==> src/logic/vm_assist_params.svh <==
// offsets, field positions, reset values and codes for the vm assist sequencer
`ifndef VM_ASSIST_PARAMS_SVH
`define VM_ASSIST_PARAMS_SVH
`define REG_CTRL6        8'h00
`define REG_STATUS       8'h04
`define REG_INSTR_HI     8'h08
`define REG_INSTR_LO     8'h0C
`define REG_DISPOSITION  8'h10
`define REG_GUEST_TIMER  8'h14
`define REG_GUEST_CTRL   8'h18
`define REG_TIMER_CODE   8'h1C
`define REG_LEVEL        8'h20
`define CR6_VMA_BIT      0
`define CR6_CPA_BIT      6
`define CR6_VIT_BIT      7
`define CR6_RESET        32'h00000000
`define ASSIST_OPCODE    8'hE6
`define OP_LOAD_STATUS_WORD_INSTR          8'h82
`define OP_SSM           8'h80
`define OP_STORE_THEN_AND_MASK_INSTR         8'hAC
`define OP_STORE_THEN_OR_MASK_INSTR         8'hAD
`define OP_B2            8'hB2
`define SUB_SET_CLOCK_COMPARATOR_INSTR         8'h06
`define SUB_SIO          8'h04
`define SUB_SPT          8'h08
`define SUB_PURGE_TRANSLATION_BUFFER_INSTR         8'h0D
`define SUB_STORE_CPU_TIMER_INSTR         8'h09
`define OP_TCH           8'h9F
`define OP_SVC           8'h0A
`define SVC_LINK         8'h08
`define SVC_RETURN       8'h0C
`define EXT_LEVEL_CODE   8'h1E
`define TIMER_DECR_BIT   23
`define VTIMER_EXT_CODE  16'h0081
`define RTIMER_EXT_CODE  16'h0080
`endif

==> src/logic/vm_assist_pkg.sv <==
// types shared by the vm assist sequencer
package vm_assist_pkg;
	typedef enum logic [2:0] {
		DISP_NONE,
		DISP_SIMULATED,
		DISP_PARTIAL,
		DISP_PRIV_EXC,
		DISP_OPER_EXC,
		DISP_NOP,
		DISP_ASSIST_DONE
	} disposition_t;
	typedef enum logic [1:0] {
		TDEL_NONE,
		TDEL_GUEST,
		TDEL_REAL
	} timer_dest_t;
endpackage

==> src/logic/assist_func_unit.sv <==
// hypervisor-assist function selector, decoded from the extended opcode byte
`timescale 1ns/1ps
`include "vm_assist_params.svh"
module assist_func_unit #(
	parameter logic [31:0] LEVEL_ID = 32'h00000001 // arbitrary assist level value
) (
	input  wire logic        clk,
	input  wire logic        rst_n,
	input  wire logic        start,
	input  wire logic [7:0]  ext_op,
	output logic             done,
	output logic             known,
	output logic [31:0]      level_value
);
	// one-cycle execution; function classes are recognised by extended opcode range
	function automatic logic known_op(input logic [7:0] op);
		known_op = (op <= 8'h1E);
	endfunction

	// completion pulse and the level word written by the store-assist-level function
	always_ff @(posedge clk or negedge rst_n) begin
		if (!rst_n) begin
			done        <= 1'b0;
			known       <= 1'b0;
			level_value <= 32'h00000000;
		end else begin
			done  <= start;
			known <= start & known_op(ext_op);
			if (start && ext_op == `EXT_LEVEL_CODE) begin
				level_value <= LEVEL_ID; // RULE11
			end
		end
	end
endmodule

==> src/logic/guest_timer.sv <==
// guest virtual interval timer with positive-to-negative detection
`timescale 1ns/1ps
`include "vm_assist_params.svh"
module guest_timer (
	input  wire logic        clk,
	input  wire logic        rst_n,
	input  wire logic        load,
	input  wire logic [31:0] load_value,
	input  wire logic        tick,
	output logic [31:0]      value,
	output logic             crossed
);
	localparam logic [31:0] DECR = 32'h1 << (31 - `TIMER_DECR_BIT);
	logic [31:0] value_nxt;

	// bit 23 in big-endian numbering is weight 2^8 here
	always_comb begin
		value_nxt = value - DECR; // RULE15
	end

	// sign going 0 to 1 marks positive to negative
	always_ff @(posedge clk or negedge rst_n) begin
		if (!rst_n) begin
			value   <= 32'h00000000;
			crossed <= 1'b0;
		end else begin
			crossed <= 1'b0;
			if (load) begin
				value <= load_value;
			end else if (tick) begin
				value   <= value_nxt;
				crossed <= ~value[31] & value_nxt[31]; // RULE18 RULE24
			end
		end
	end
endmodule

==> src/logic/vm_assist_sequencer.sv <==
// vm assist sequencer: instruction interception, assist instructions, guest timer
// Functional notes
// RULE1 - status-word and mask instructions try basic assist first, expanded only on failure
// RULE2 - expanded assist failing raises privileged-operation exception to hypervisor
// RULE3 - purge buffer, store cpu timer, test channel fully simulated here
// RULE4 - other intercepted instructions partly simulated; hypervisor finishes them
// RULE5 - expanded assist reuses assist unit; basic and assist unit independent
// RULE6 - assist instruction acts only when enabled and in supervisor state
// RULE7 - assist present but disabled in supervisor state executes as no-op
// RULE8 - build without assist unit raises operation exception
// RULE9 - assist instructions are six-byte storage-to-storage with one opcode
// RULE10 - extended opcode byte selects the individual assist function
// RULE11 - store-assist-level writes architecture level of the assist
// RULE12 - hypervisor calls 08 and 0C executed as link and return when enabled
// RULE13 - timer assist active only with control bits 0 and 7; independent
// RULE14 - guest timer is word at location 80 of guest page 0
// RULE15 - in problem state decrement guest timer at bit 23 per real tick
// RULE16 - page 0 absent: timer word held in guest control block
// RULE17 - during wait state the guest timer is left unchanged
// RULE18 - positive to negative transition raises timer interruption condition
// RULE19 - deliver to guest only if enabled, resident, valid new psw, legal
// RULE20 - otherwise present to real machine if it is enabled for timer
// RULE21 - distinct external code marks virtual timer interruptions
// RULE22 - basic-control and extended-control guests are both supported
// RULE23 - reset clears control bits 0, 6 and 7
// RULE24 - timer is 32-bit twos complement; sign change marks crossing
//
// Local design decisions: the register offsets and the AXI4-Lite register port.
`timescale 1ns/1ps
`include "vm_assist_params.svh"
module vm_assist_sequencer #(
	parameter bit HAS_ASSIST_UNIT = 1'b1
) (
	input  wire logic        clk,
	input  wire logic        rst_n,
	input  wire logic [7:0]  s_axi_awaddr,
	input  wire logic        s_axi_awvalid,
	output logic             s_axi_awready,
	input  wire logic [31:0] s_axi_wdata,
	input  wire logic [3:0]  s_axi_wstrb,
	input  wire logic        s_axi_wvalid,
	output logic             s_axi_wready,
	output logic [1:0]       s_axi_bresp,
	output logic             s_axi_bvalid,
	input  wire logic        s_axi_bready,
	input  wire logic [7:0]  s_axi_araddr,
	input  wire logic        s_axi_arvalid,
	output logic             s_axi_arready,
	output logic [31:0]      s_axi_rdata,
	output logic [1:0]       s_axi_rresp,
	output logic             s_axi_rvalid,
	input  wire logic        s_axi_rready,
	input  wire logic        instr_valid,
	input  wire logic [47:0] instr_bytes,
	input  wire logic        guest_issued,
	input  wire logic        supervisor_state,
	input  wire logic        basic_can_simulate,
	input  wire logic        expanded_can_simulate,
	input  wire logic        real_timer_tick,
	input  wire logic        problem_state,
	input  wire logic        wait_state,
	input  wire logic        page0_resident,
	input  wire logic        guest_timer_enabled,
	input  wire logic        guest_new_psw_valid,
	input  wire logic        guest_state_change_legal,
	input  wire logic        real_timer_enabled,
	output logic             instr_done,
	output vm_assist_pkg::disposition_t disposition,
	output logic             timer_irq_guest,
	output logic             timer_irq_real,
	output logic [15:0]      ext_irq_code
);
	logic [31:0] ctrl6_r;
	logic [31:0] page0_word_r;
	logic [31:0] block_word_r;
	logic        aw_held_r;
	logic        w_held_r;
	logic [7:0]  awaddr_r;
	logic [31:0] wdata_r;
	logic [3:0]  wstrb_r;
	logic [47:0] last_instr_r;
	logic        au_pending_r;
	logic        timer_pending_r;
	logic        page0_prev_r;
	logic        au_start;
	logic        au_done;
	logic        au_known;
	logic [31:0] au_level;
	logic [31:0] tmr_value;
	logic        tmr_crossed;
	logic        tmr_load;
	logic [31:0] tmr_load_value;
	logic        cpa_en;
	logic        vma_en;
	logic        vit_en;
	logic        wr_fire;
	logic [7:0]  op;
	logic [7:0]  sub;

	// merge byte lanes of a write into a register word
	function automatic logic [31:0] merge(input logic [31:0] old, input logic [31:0] d,
		input logic [3:0] s);
		for (int i = 0; i < 4; i++) begin
			if (s[i]) begin
				old[i*8 +: 8] = d[i*8 +: 8];
			end
		end
		merge = old;
	endfunction

	// control register 6 enables
	assign vma_en = ctrl6_r[`CR6_VMA_BIT];
	assign cpa_en = ctrl6_r[`CR6_CPA_BIT];
	assign vit_en = vma_en & ctrl6_r[`CR6_VIT_BIT]; // RULE13
	assign op     = instr_bytes[47:40];
	assign sub    = instr_bytes[39:32];

	// write channel accepts address and data in either order
	assign s_axi_awready = ~aw_held_r & ~s_axi_bvalid;
	assign s_axi_wready  = ~w_held_r & ~s_axi_bvalid;
	assign wr_fire       = (aw_held_r | s_axi_awvalid) & (w_held_r | s_axi_wvalid) & ~s_axi_bvalid;

	always_ff @(posedge clk or negedge rst_n) begin
		if (!rst_n) begin
			aw_held_r <= 1'b0;
			w_held_r  <= 1'b0;
			awaddr_r  <= 8'h00;
			wdata_r   <= 32'h00000000;
			wstrb_r   <= 4'h0;
		end else if (wr_fire) begin
			aw_held_r <= 1'b0;
			w_held_r  <= 1'b0;
		end else begin
			if (s_axi_awvalid && s_axi_awready) begin
				aw_held_r <= 1'b1;
				awaddr_r  <= s_axi_awaddr;
			end
			if (s_axi_wvalid && s_axi_wready) begin
				w_held_r <= 1'b1;
				wdata_r  <= s_axi_wdata;
				wstrb_r  <= s_axi_wstrb;
			end
		end
	end

	// write response; only control register 6 answers okay, every other address answers slverr
	always_ff @(posedge clk or negedge rst_n) begin
		if (!rst_n) begin
			s_axi_bvalid <= 1'b0;
			s_axi_bresp  <= 2'b00;
		end else if (wr_fire) begin
			s_axi_bvalid <= 1'b1;
			s_axi_bresp  <= ((aw_held_r ? awaddr_r : s_axi_awaddr) == `REG_CTRL6) ? 2'b00 : 2'b10;
		end else if (s_axi_bready) begin
			s_axi_bvalid <= 1'b0;
		end
	end

	// control register 6, cleared by processor reset
	always_ff @(posedge clk or negedge rst_n) begin
		if (!rst_n) begin
			ctrl6_r <= `CR6_RESET; // RULE23
		end else if (wr_fire && (aw_held_r ? awaddr_r : s_axi_awaddr) == `REG_CTRL6) begin
			ctrl6_r <= merge(ctrl6_r, w_held_r ? wdata_r : s_axi_wdata,
				w_held_r ? wstrb_r : s_axi_wstrb);
		end
	end

	// read channel, one read at a time
	assign s_axi_arready = ~s_axi_rvalid;
	always_ff @(posedge clk or negedge rst_n) begin
		if (!rst_n) begin
			s_axi_rvalid <= 1'b0;
			s_axi_rdata  <= 32'h00000000;
			s_axi_rresp  <= 2'b00;
		end else if (s_axi_arvalid && s_axi_arready) begin
			s_axi_rvalid <= 1'b1;
			s_axi_rresp  <= 2'b00;
			case (s_axi_araddr)
				`REG_CTRL6:       s_axi_rdata <= ctrl6_r;
				`REG_STATUS:      s_axi_rdata <= {28'h0, vit_en, cpa_en, vma_en, au_pending_r};
				`REG_INSTR_HI:    s_axi_rdata <= {16'h0000, last_instr_r[47:32]};
				`REG_INSTR_LO:    s_axi_rdata <= last_instr_r[31:0];
				`REG_DISPOSITION: s_axi_rdata <= {29'h0, disposition};
				`REG_GUEST_TIMER: s_axi_rdata <= page0_word_r;
				`REG_GUEST_CTRL:  s_axi_rdata <= block_word_r;
				`REG_TIMER_CODE:  s_axi_rdata <= {16'h0000, ext_irq_code};
				`REG_LEVEL:       s_axi_rdata <= au_level;
				default: begin
					s_axi_rdata <= 32'h00000000;
					s_axi_rresp <= 2'b10;
				end
			endcase
		end else if (s_axi_rready) begin
			s_axi_rvalid <= 1'b0;
		end
	end

	// assist unit start: single opcode, six-byte format, enabled and supervisor
	assign au_start = instr_valid & (op == `ASSIST_OPCODE) & ~guest_issued & supervisor_state
		& cpa_en & (HAS_ASSIST_UNIT == 1'b1) & ~au_pending_r; // RULE6 RULE9

	assist_func_unit u_func (
		.clk         (clk),
		.rst_n       (rst_n),
		.start       (au_start),
		.ext_op      (sub), // RULE10
		.done        (au_done),
		.known       (au_known),
		.level_value (au_level)
	);

	// interception and disposition of each issued instruction
	always_ff @(posedge clk or negedge rst_n) begin
		if (!rst_n) begin
			disposition  <= vm_assist_pkg::DISP_NONE;
			instr_done   <= 1'b0;
			au_pending_r <= 1'b0;
			last_instr_r <= 48'h000000000000;
		end else begin
			instr_done <= 1'b0;
			if (au_done) begin
				au_pending_r <= 1'b0;
				instr_done   <= 1'b1;
				disposition  <= au_known ? vm_assist_pkg::DISP_ASSIST_DONE
					: vm_assist_pkg::DISP_OPER_EXC; // RULE10
			end else if (instr_valid && !au_pending_r) begin
				last_instr_r <= instr_bytes;
				instr_done   <= ~au_start;
				if (au_start) begin
					au_pending_r <= 1'b1;
				end else if (op == `ASSIST_OPCODE) begin
					if (HAS_ASSIST_UNIT == 1'b0) begin
						disposition <= vm_assist_pkg::DISP_OPER_EXC; // RULE8
					end else if (supervisor_state && !guest_issued) begin
						disposition <= vm_assist_pkg::DISP_NOP; // RULE7
					end else begin
						disposition <= vm_assist_pkg::DISP_PRIV_EXC;
					end
				end else if (op == `OP_SVC && !guest_issued && cpa_en
					&& (sub == `SVC_LINK || sub == `SVC_RETURN)) begin
					disposition <= vm_assist_pkg::DISP_ASSIST_DONE; // RULE12
				end else if (!guest_issued || !vma_en) begin
					disposition <= vm_assist_pkg::DISP_NONE;
				end else if (op == `OP_LOAD_STATUS_WORD_INSTR || op == `OP_SSM || op == `OP_STORE_THEN_AND_MASK_INSTR
					|| op == `OP_STORE_THEN_OR_MASK_INSTR) begin
					if (basic_can_simulate) begin
						disposition <= vm_assist_pkg::DISP_SIMULATED; // RULE1
					end else if (cpa_en && expanded_can_simulate) begin
						disposition <= vm_assist_pkg::DISP_PARTIAL; // RULE1 RULE4 RULE5
					end else begin
						disposition <= vm_assist_pkg::DISP_PRIV_EXC; // RULE2
					end
				end else if (cpa_en && ((op == `OP_B2 && (sub == `SUB_PURGE_TRANSLATION_BUFFER_INSTR || sub == `SUB_STORE_CPU_TIMER_INSTR))
					|| op == `OP_TCH)) begin
					disposition <= vm_assist_pkg::DISP_SIMULATED; // RULE3
				end else if (cpa_en && op == `OP_B2 && (sub == `SUB_SET_CLOCK_COMPARATOR_INSTR || sub == `SUB_SIO
					|| sub == `SUB_SPT) && expanded_can_simulate) begin
					disposition <= vm_assist_pkg::DISP_PARTIAL; // RULE4
				end else begin
					disposition <= vm_assist_pkg::DISP_PRIV_EXC; // RULE2
				end
			end
		end
	end

	// page 0 arrival moves the held word back into the timer
	// resets to resident so a page already present gives no false arrival after reset
	always_ff @(posedge clk or negedge rst_n) begin
		if (!rst_n) begin
			page0_prev_r <= 1'b1;
		end else begin
			page0_prev_r <= page0_resident;
		end
	end
	assign tmr_load       = page0_resident & ~page0_prev_r; // RULE16
	assign tmr_load_value = block_word_r;

	// ticks only in problem state, not in wait; mode of guest is irrelevant
	guest_timer u_timer (
		.clk        (clk),
		.rst_n      (rst_n),
		.load       (tmr_load),
		.load_value (tmr_load_value),
		.tick       (vit_en & real_timer_tick & problem_state & ~wait_state), // RULE15 RULE17 RULE22
		.value      (tmr_value),
		.crossed    (tmr_crossed)
	);

	// location 80 image updated only while resident, control block copy updated whether resident or not
	always_ff @(posedge clk or negedge rst_n) begin
		if (!rst_n) begin
			page0_word_r <= 32'h00000000;
			block_word_r <= 32'h00000000;
		end else if (page0_resident) begin
			page0_word_r <= tmr_value; // RULE14
			block_word_r <= tmr_value;
		end else begin
			block_word_r <= tmr_value; // RULE16
		end
	end

	// interruption routing: guest first, else real machine; set wins over hold
	always_ff @(posedge clk or negedge rst_n) begin
		if (!rst_n) begin
			timer_pending_r <= 1'b0;
			timer_irq_guest <= 1'b0;
			timer_irq_real  <= 1'b0;
			ext_irq_code    <= 16'h0000;
		end else begin
			timer_irq_guest <= 1'b0;
			timer_irq_real  <= 1'b0;
			if (timer_pending_r || tmr_crossed) begin
				if (guest_timer_enabled && page0_resident && guest_new_psw_valid
					&& guest_state_change_legal) begin
					timer_irq_guest <= 1'b1; // RULE19
					timer_pending_r <= 1'b0;
					ext_irq_code    <= `RTIMER_EXT_CODE;
				end else if (real_timer_enabled) begin
					timer_irq_real  <= 1'b1; // RULE20
					timer_pending_r <= 1'b0;
					ext_irq_code    <= `VTIMER_EXT_CODE; // RULE21
				end else begin
					timer_pending_r <= vit_en; // RULE13
				end
			end
		end
	end
endmodule

==> config.mk <==
export PLATFORM = sky130hd
export DESIGN_NAME = vm_assist_sequencer
export DESIGN_NICKNAME = d
export VERILOG_FILES = /design/src/logic/vm_assist_pkg.sv /design/src/logic/assist_func_unit.sv /design/src/logic/guest_timer.sv /design/src/logic/vm_assist_sequencer.sv
export VERILOG_INCLUDE_DIRS = /design/src /design/src/logic
export SDC_FILE = /design/constraint.sdc
export NUM_CORES = 1
export LEC_CHECK = 0
export ABC_AREA = 1
export BUFFER_PORTS_ARGS = -buffer_cell sky130_fd_sc_hd__buf_2
export CAP_MARGIN = 20
export CORE_MARGIN = 3
export CORE_UTILIZATION = 51
export DETAILED_ROUTE_END_ITERATION = 8
export GPL_ROUTABILITY_DRIVEN = 0
export PLACE_DENSITY = 0.75
export SYNTH_ARGS = -nofsm -noshare
export SYNTH_HDL_FRONTEND = slang
export SYNTH_SLANG_ARGS = --single-unit
==> constraint.sdc <==
create_clock -name clk -period 2 [get_ports clk]
set_clock_uncertainty 0.1 [all_clocks]
set_input_delay 0.4 -clock clk [delete_from_list [all_inputs] [get_ports clk]]
set_output_delay 0.4 -clock clk [all_outputs]
set_load 0.02 [all_outputs]
Yosys cells after proc, flatten, opt, wreduce, memory -nomap -nowiden --
Index checks and enable logic that the tools add are counted.
Storage, ports and cells: input bits 120, output and inout bits 63, logic and storage cells 184, register bits after elaboration 289
Cells by class: equal/unequal tests 24, muxes and demuxes 45, $add $sub $neg 1, bitwise gates (word level) 30, reductions and logical operators 53, magnitude comparators 1
Operators with widths (count):
- $pmux 32 s9 | 1
- $mux 32 | 3
- $eq 8x4->1 const B | 7
- $eq 8x8->1 const B | 7
- $eq 8x5->1 const B | 5
- $mux 16 | 2
- $sub 32x9->32 const B | 1
- $eq 8x3->1 const B | 3
- $mux 1 | 24
- $mux 3 | 8
- $reduce_and 2->1 | 10
- $logic_and 1x1->1 | 19
- $and 1x1->1 | 16
- $logic_not 8->1 | 2
- $reduce_bool 2->1 | 8
- $not 1->1 | 12
- $logic_or 1x1->1 | 10
- $mux 2 | 5
- $reduce_or 9->1 | 1
- $eq 8x6->1 const B | 1
- $le 8x5->1 const B | 1
- $mux 8 | 1
- $mux 4 | 1
- $logic_not 1->1 | 3
- 2 further kinds | 3

Depth between registers and ports, before layout --
depth in word-level cells 14, depth in mapped cells 13, gate-level depth less buffers 13

By module --
From an unflattened synthesis, not the netlist that was laid out.
Second synthesis, totals: cells, all modules 1723, area total of the unflattened synthesis 13417.9 µm²
By module, submodules not included:
- vm_assist_sequencer | area each 10969.3 µm², seq. area each 5931.9 µm², instances 1, cells each 1389
- guest_timer | area each 2049.5 µm², seq. area each 825.8 µm², instances 1, cells each 277
- assist_func_unit | area each 399.1 µm², seq. area each 75.1 µm², instances 1, cells each 57

Least setup slack after synthesis --
No wires, ideal clock.
path kind register to register, from register u_timer.value[10], to register u_timer.value[31], path slack 0.135 ns, arrival 1.661 ns, clock period less this slack 1.865 ns, cell stages (with the launch flop) 10, buffers on the path 0, required time 1.796 ns, library setup time 0.104 ns, cell sequence dfrtp_1 > inv_1 > nand3_2 > nor2_1 > nand2_1 > nor2_2 > nand2_1 > nor2_1 > ha_1 > a221oi_1
On the way: word-level cells in the longest chain between the ends 3
RTL lines:
- from (decl) | line guest_timer.sv:10 | output logic [31:0] value,
- from (signal assigned) | line guest_timer.sv:29 | value <= load_value;
- from (signal assigned) | line guest_timer.sv:31 | value <= value_nxt;
- $sub 32x9->32 | line guest_timer.sv:18 | value_nxt = value - DECR;
- $mux 32 | line guest_timer.sv:30 | end else if (tick) begin
- $mux 32 | line guest_timer.sv:28 | if (load) begin
No other way between the ends. The select of a mux whose other input is x is not followed. A chain may end at the register's enable or synchronous reset.

Final worst setup path --
from register u_timer.value[8], to register u_timer.value[26]
The elaborated chain is that of the path after synthesis.

==> flow_metrics.py <==
metrics = {
    "clock_tree": {
        "clock_sinks": 273,
        "h-tree-depth": 1,
        "cts_root_buffer": "clkbuf_16",
        "cts_tree": "yes",
        "clock_latency_ps": 560,
        "clk_path_buf_depth": 3,
        "cts.clk_slew.worst_paths_ps": 60,
        "cts_made_buffers": 30,
    },
    "finish": {
        "regArea_um2": 6830,
        "layout.cells.most_common": "nand2_1",
        "multi_input_area_um2": 4770,
        "final_cell_mix": "nand2_1 (541), dfrtp_1 (271), o21ai_0 (196)",
        "syn2layout_area_growth_pct": 22.2,
        "fin_area_um2": 15500,
        "final_nets": 1930,
        "n_fill_cell": 2050,
        "layout-drive-gt1-share_pct": 16.8,
    },
    "placement": {
        "post-place-ws_ps": -0.892,
        "placedInstanceArea_um2": 14200,
        "dpl.hpwl_um": 24400,
        "io_buffers": 166,
    },
    "synth": {
        "avgSynthCellArea_um2": 8.00,
        "yosys_warnings": 0,
        "syn_area_um2": 12700,
        "synth_seq_cells": 273,
        "synthCells": 1586,
        "yosysSeqAreaShare_pct": 53.8,
        "ys_types": 42,
    },
    "timing": {
        "worst_slew_pin_slew_ps": 598,
        "relSlewSlack_pct": 60.1,
        "holdWs_ps": 11.2,
        "finalSetupTns_ps": 0,
        "rsz0062_at_grt": "yes",
        "timing.fmax_mhz": 527,
        "fin_crit_ps": 1900,
        "drv_slew": 0,
        "fin_crit_sh_pct": 94.9,
        "setup_slack_ps": 102,
        "setup_viol": 0,
        "hold_viol": 0,
    },
    "global_route": {
        "antenna_found_initial": 3,
        "track_usage_pct": 25.6,
        "first_global_vias": 10900,
        "grt_pass1_wl_um": 55400,
        "grt_max_degree": 73,
        "overflow": 0,
    },
    "setup_path": {
        "cp_max_fo": 4,
        "cp.required_ps": 2340,
        "start_kind": "flip-flop",
        "critPathArrivalTime_ps": 2240,
        "crit_path_end_kind": "flip-flop",
        "path_class": "flip-flop to flip-flop",
    },
    "route": {
        "first_pass_iters": 6,
        "ant_nets": 0,
        "route.vias.total": 11300,
        "vias_per_cell": 5.26,
        "drc": 0,
        "wl_um": 34200,
        "drtIter0Drc": 908,
        "wl_per_cell_um": 15.9,
    },
    "floorplan": {
        "die_x_um": 164,
        "dieArea_um2": 26800,
        "rows": 57,
        "initial_core_util_pct": 52.0,
        "io_pins": 183,
        "die_h_um": 164,
        "coreArea_um2": 24400,
    },
    "flow_run": {
        "max_cap_violations": 0,
    },
    "power_and_ir_drop": {
        "power.density_nw_per_um2": 1090,
        "p_leak_nw": 8.07,
        "finalPower_mw": 16.9,
        "vdd_ir_drop_max_uv": 1130,
    },
    "worst_hold_path": {
        "min_path_type": "primary input to flip-flop",
    },
    "run_status": {
        "status": "completed",
    },
}
## report_power, final
group | total, mW | switching [mW] | internal (mW)
Sequential | 7.82 | 0.884 | 6.94
Clock | 5.42 | 2.19 | 3.23
Combinational | 3.66 | 2.32 | 1.34
## worst max-delay path, stage by stage, from the launching register on
cell and delay (ps):
dfrtp_1 400, inv_2 100, ha_2 200, nand2_2 80, nor2_1 150, nand3_1 110
inv_1 90, nand2_1 110, nor2_2 150, nand2_1 60, nand2_1 50, inv_1 30
o21ai_1 100, inv_1 40
## cells in the mapped netlist
cell,count,share of area (%)
ha_1,2,0.20
nand3_1,41,1.6
xor2_1,8,0.55
o31ai_4,1,0.17
nand2_1,541,16
nand4_1,44,2.2
o21ai_0,196,7.7
nor2_1,84,2.5
dfstp_2,1,0.21
o21a_1,1,0.059
o2111ai_1,10,0.69
inv_2,7,0.21
nor3_1,10,0.39
o211ai_1,13,0.77
nand2_4,1,0.089
nor2b_1,1,0.049
conb_1,1,0.030
a21oi_1,21,0.83
or2_1,1,0.049
buf_4,23,1.4
buf_6,5,0.44
o21ai_2,1,0.069
nand3b_1,3,0.18
nand2_2,2,0.099
clkbuf_1,38,1.1
clkbuf_2,1,0.039
nor2_2,4,0.20
o221ai_1,1,0.069
nor2_4,1,0.089
buf_1,2,0.059
buf_2,16,0.63
a221oi_1,2,0.14
or2_2,1,0.049
dfrtp_1,272,54
a31oi_1,1,0.049
inv_1,187,5.5
nor4_1,3,0.15
o21ai_1,14,0.55
a21o_1,1,0.059
o21bai_1,1,0.059
nand3_2,1,0.079
o22ai_1,22,1.1
## metrics by stage
stage / util, % / std cells
detailed placement: 58.0 / 2065
finish: 63.6 / 2154
global route: 63.6 / 2154
CTS: 63.4 / 2152
floorplan: - / 1601
global placement: 58.0 / 2065
## worst paths after layout
path / endpoint / startpoint / slack (ps) / depth (start not counted)
hold reg to reg: block_word_r[7]$_DFF_PN0_ / u_timer.value[7]$_DFFE_PN0P_ / 300 / 0
hold / removal: last_instr_r[16]$_DFFE_PN0P_ / instr_bytes[16] / 10 / 3
max in group asynchronous: w_held_r$_DFFE_PN0P_ / rst_n / 840 / 3
min in group asynchronous: timer_irq_real$_DFF_PN0_ / rst_n / 270 / 2
setup / recovery: u_timer.value[26]$_DFFE_PN0P_ / u_timer.value[8]$_DFFE_PN0P_ / 100 / 13
setup reg to reg: u_timer.value[26]$_DFFE_PN0P_ / u_timer.value[8]$_DFFE_PN0P_ / 100 / 13
## what timing repair did
item	in CTS	in global routing
cloned	0	0
setup buffers	1	1
hold buffers	33	0
gates resized for setup	0	10
endpoints found under the hold margin	81	0
setup endpoints to repair	1	14
pin swaps	1	0
## final cells by class
type / instances / area share [%]
repair buffers: 260 / 11.6
clock buffers: 41 / 5.50
inverters: 194 / 4.69
clock inverters: 12 / 0.807
multi-input cells: 1049 / 30.8
flip-flops and latches: 273 / 44.1
diodes: 1 / 0.0161
well taps: 324 / 2.61
## kinds of logic after synthesis
group | synth area share, %
and+or+nand+nor | 23.7
AOI/OAI and AO/OA | 12.3
buffers and inverters | 9.39
DFF | 53.8
xor gates and xnor gates | 0.552
adders and majority gates | 0.197
other | 0.0295
## per-layer routing
layer  routed length [um]  GRT usage, %  part of all wire (%)
met4                 1030          7.57                   3.0
met5                   27             0                 0.079
met3                 2860          6.10                   8.4
met1                14800          36.3                    43
met2                15500          39.6                    45
## registers in the layout, indices dropped and copies added (netlist names), 8 cells and up
register and flops:
awaddr_r 8, block_word_r 32, ctrl6_r 32, last_instr_r 48, page0_word_r 32, s_axi_rdata 32
u_timer.value 32, wdata_r 32
(Power assumes the default switching activity.)
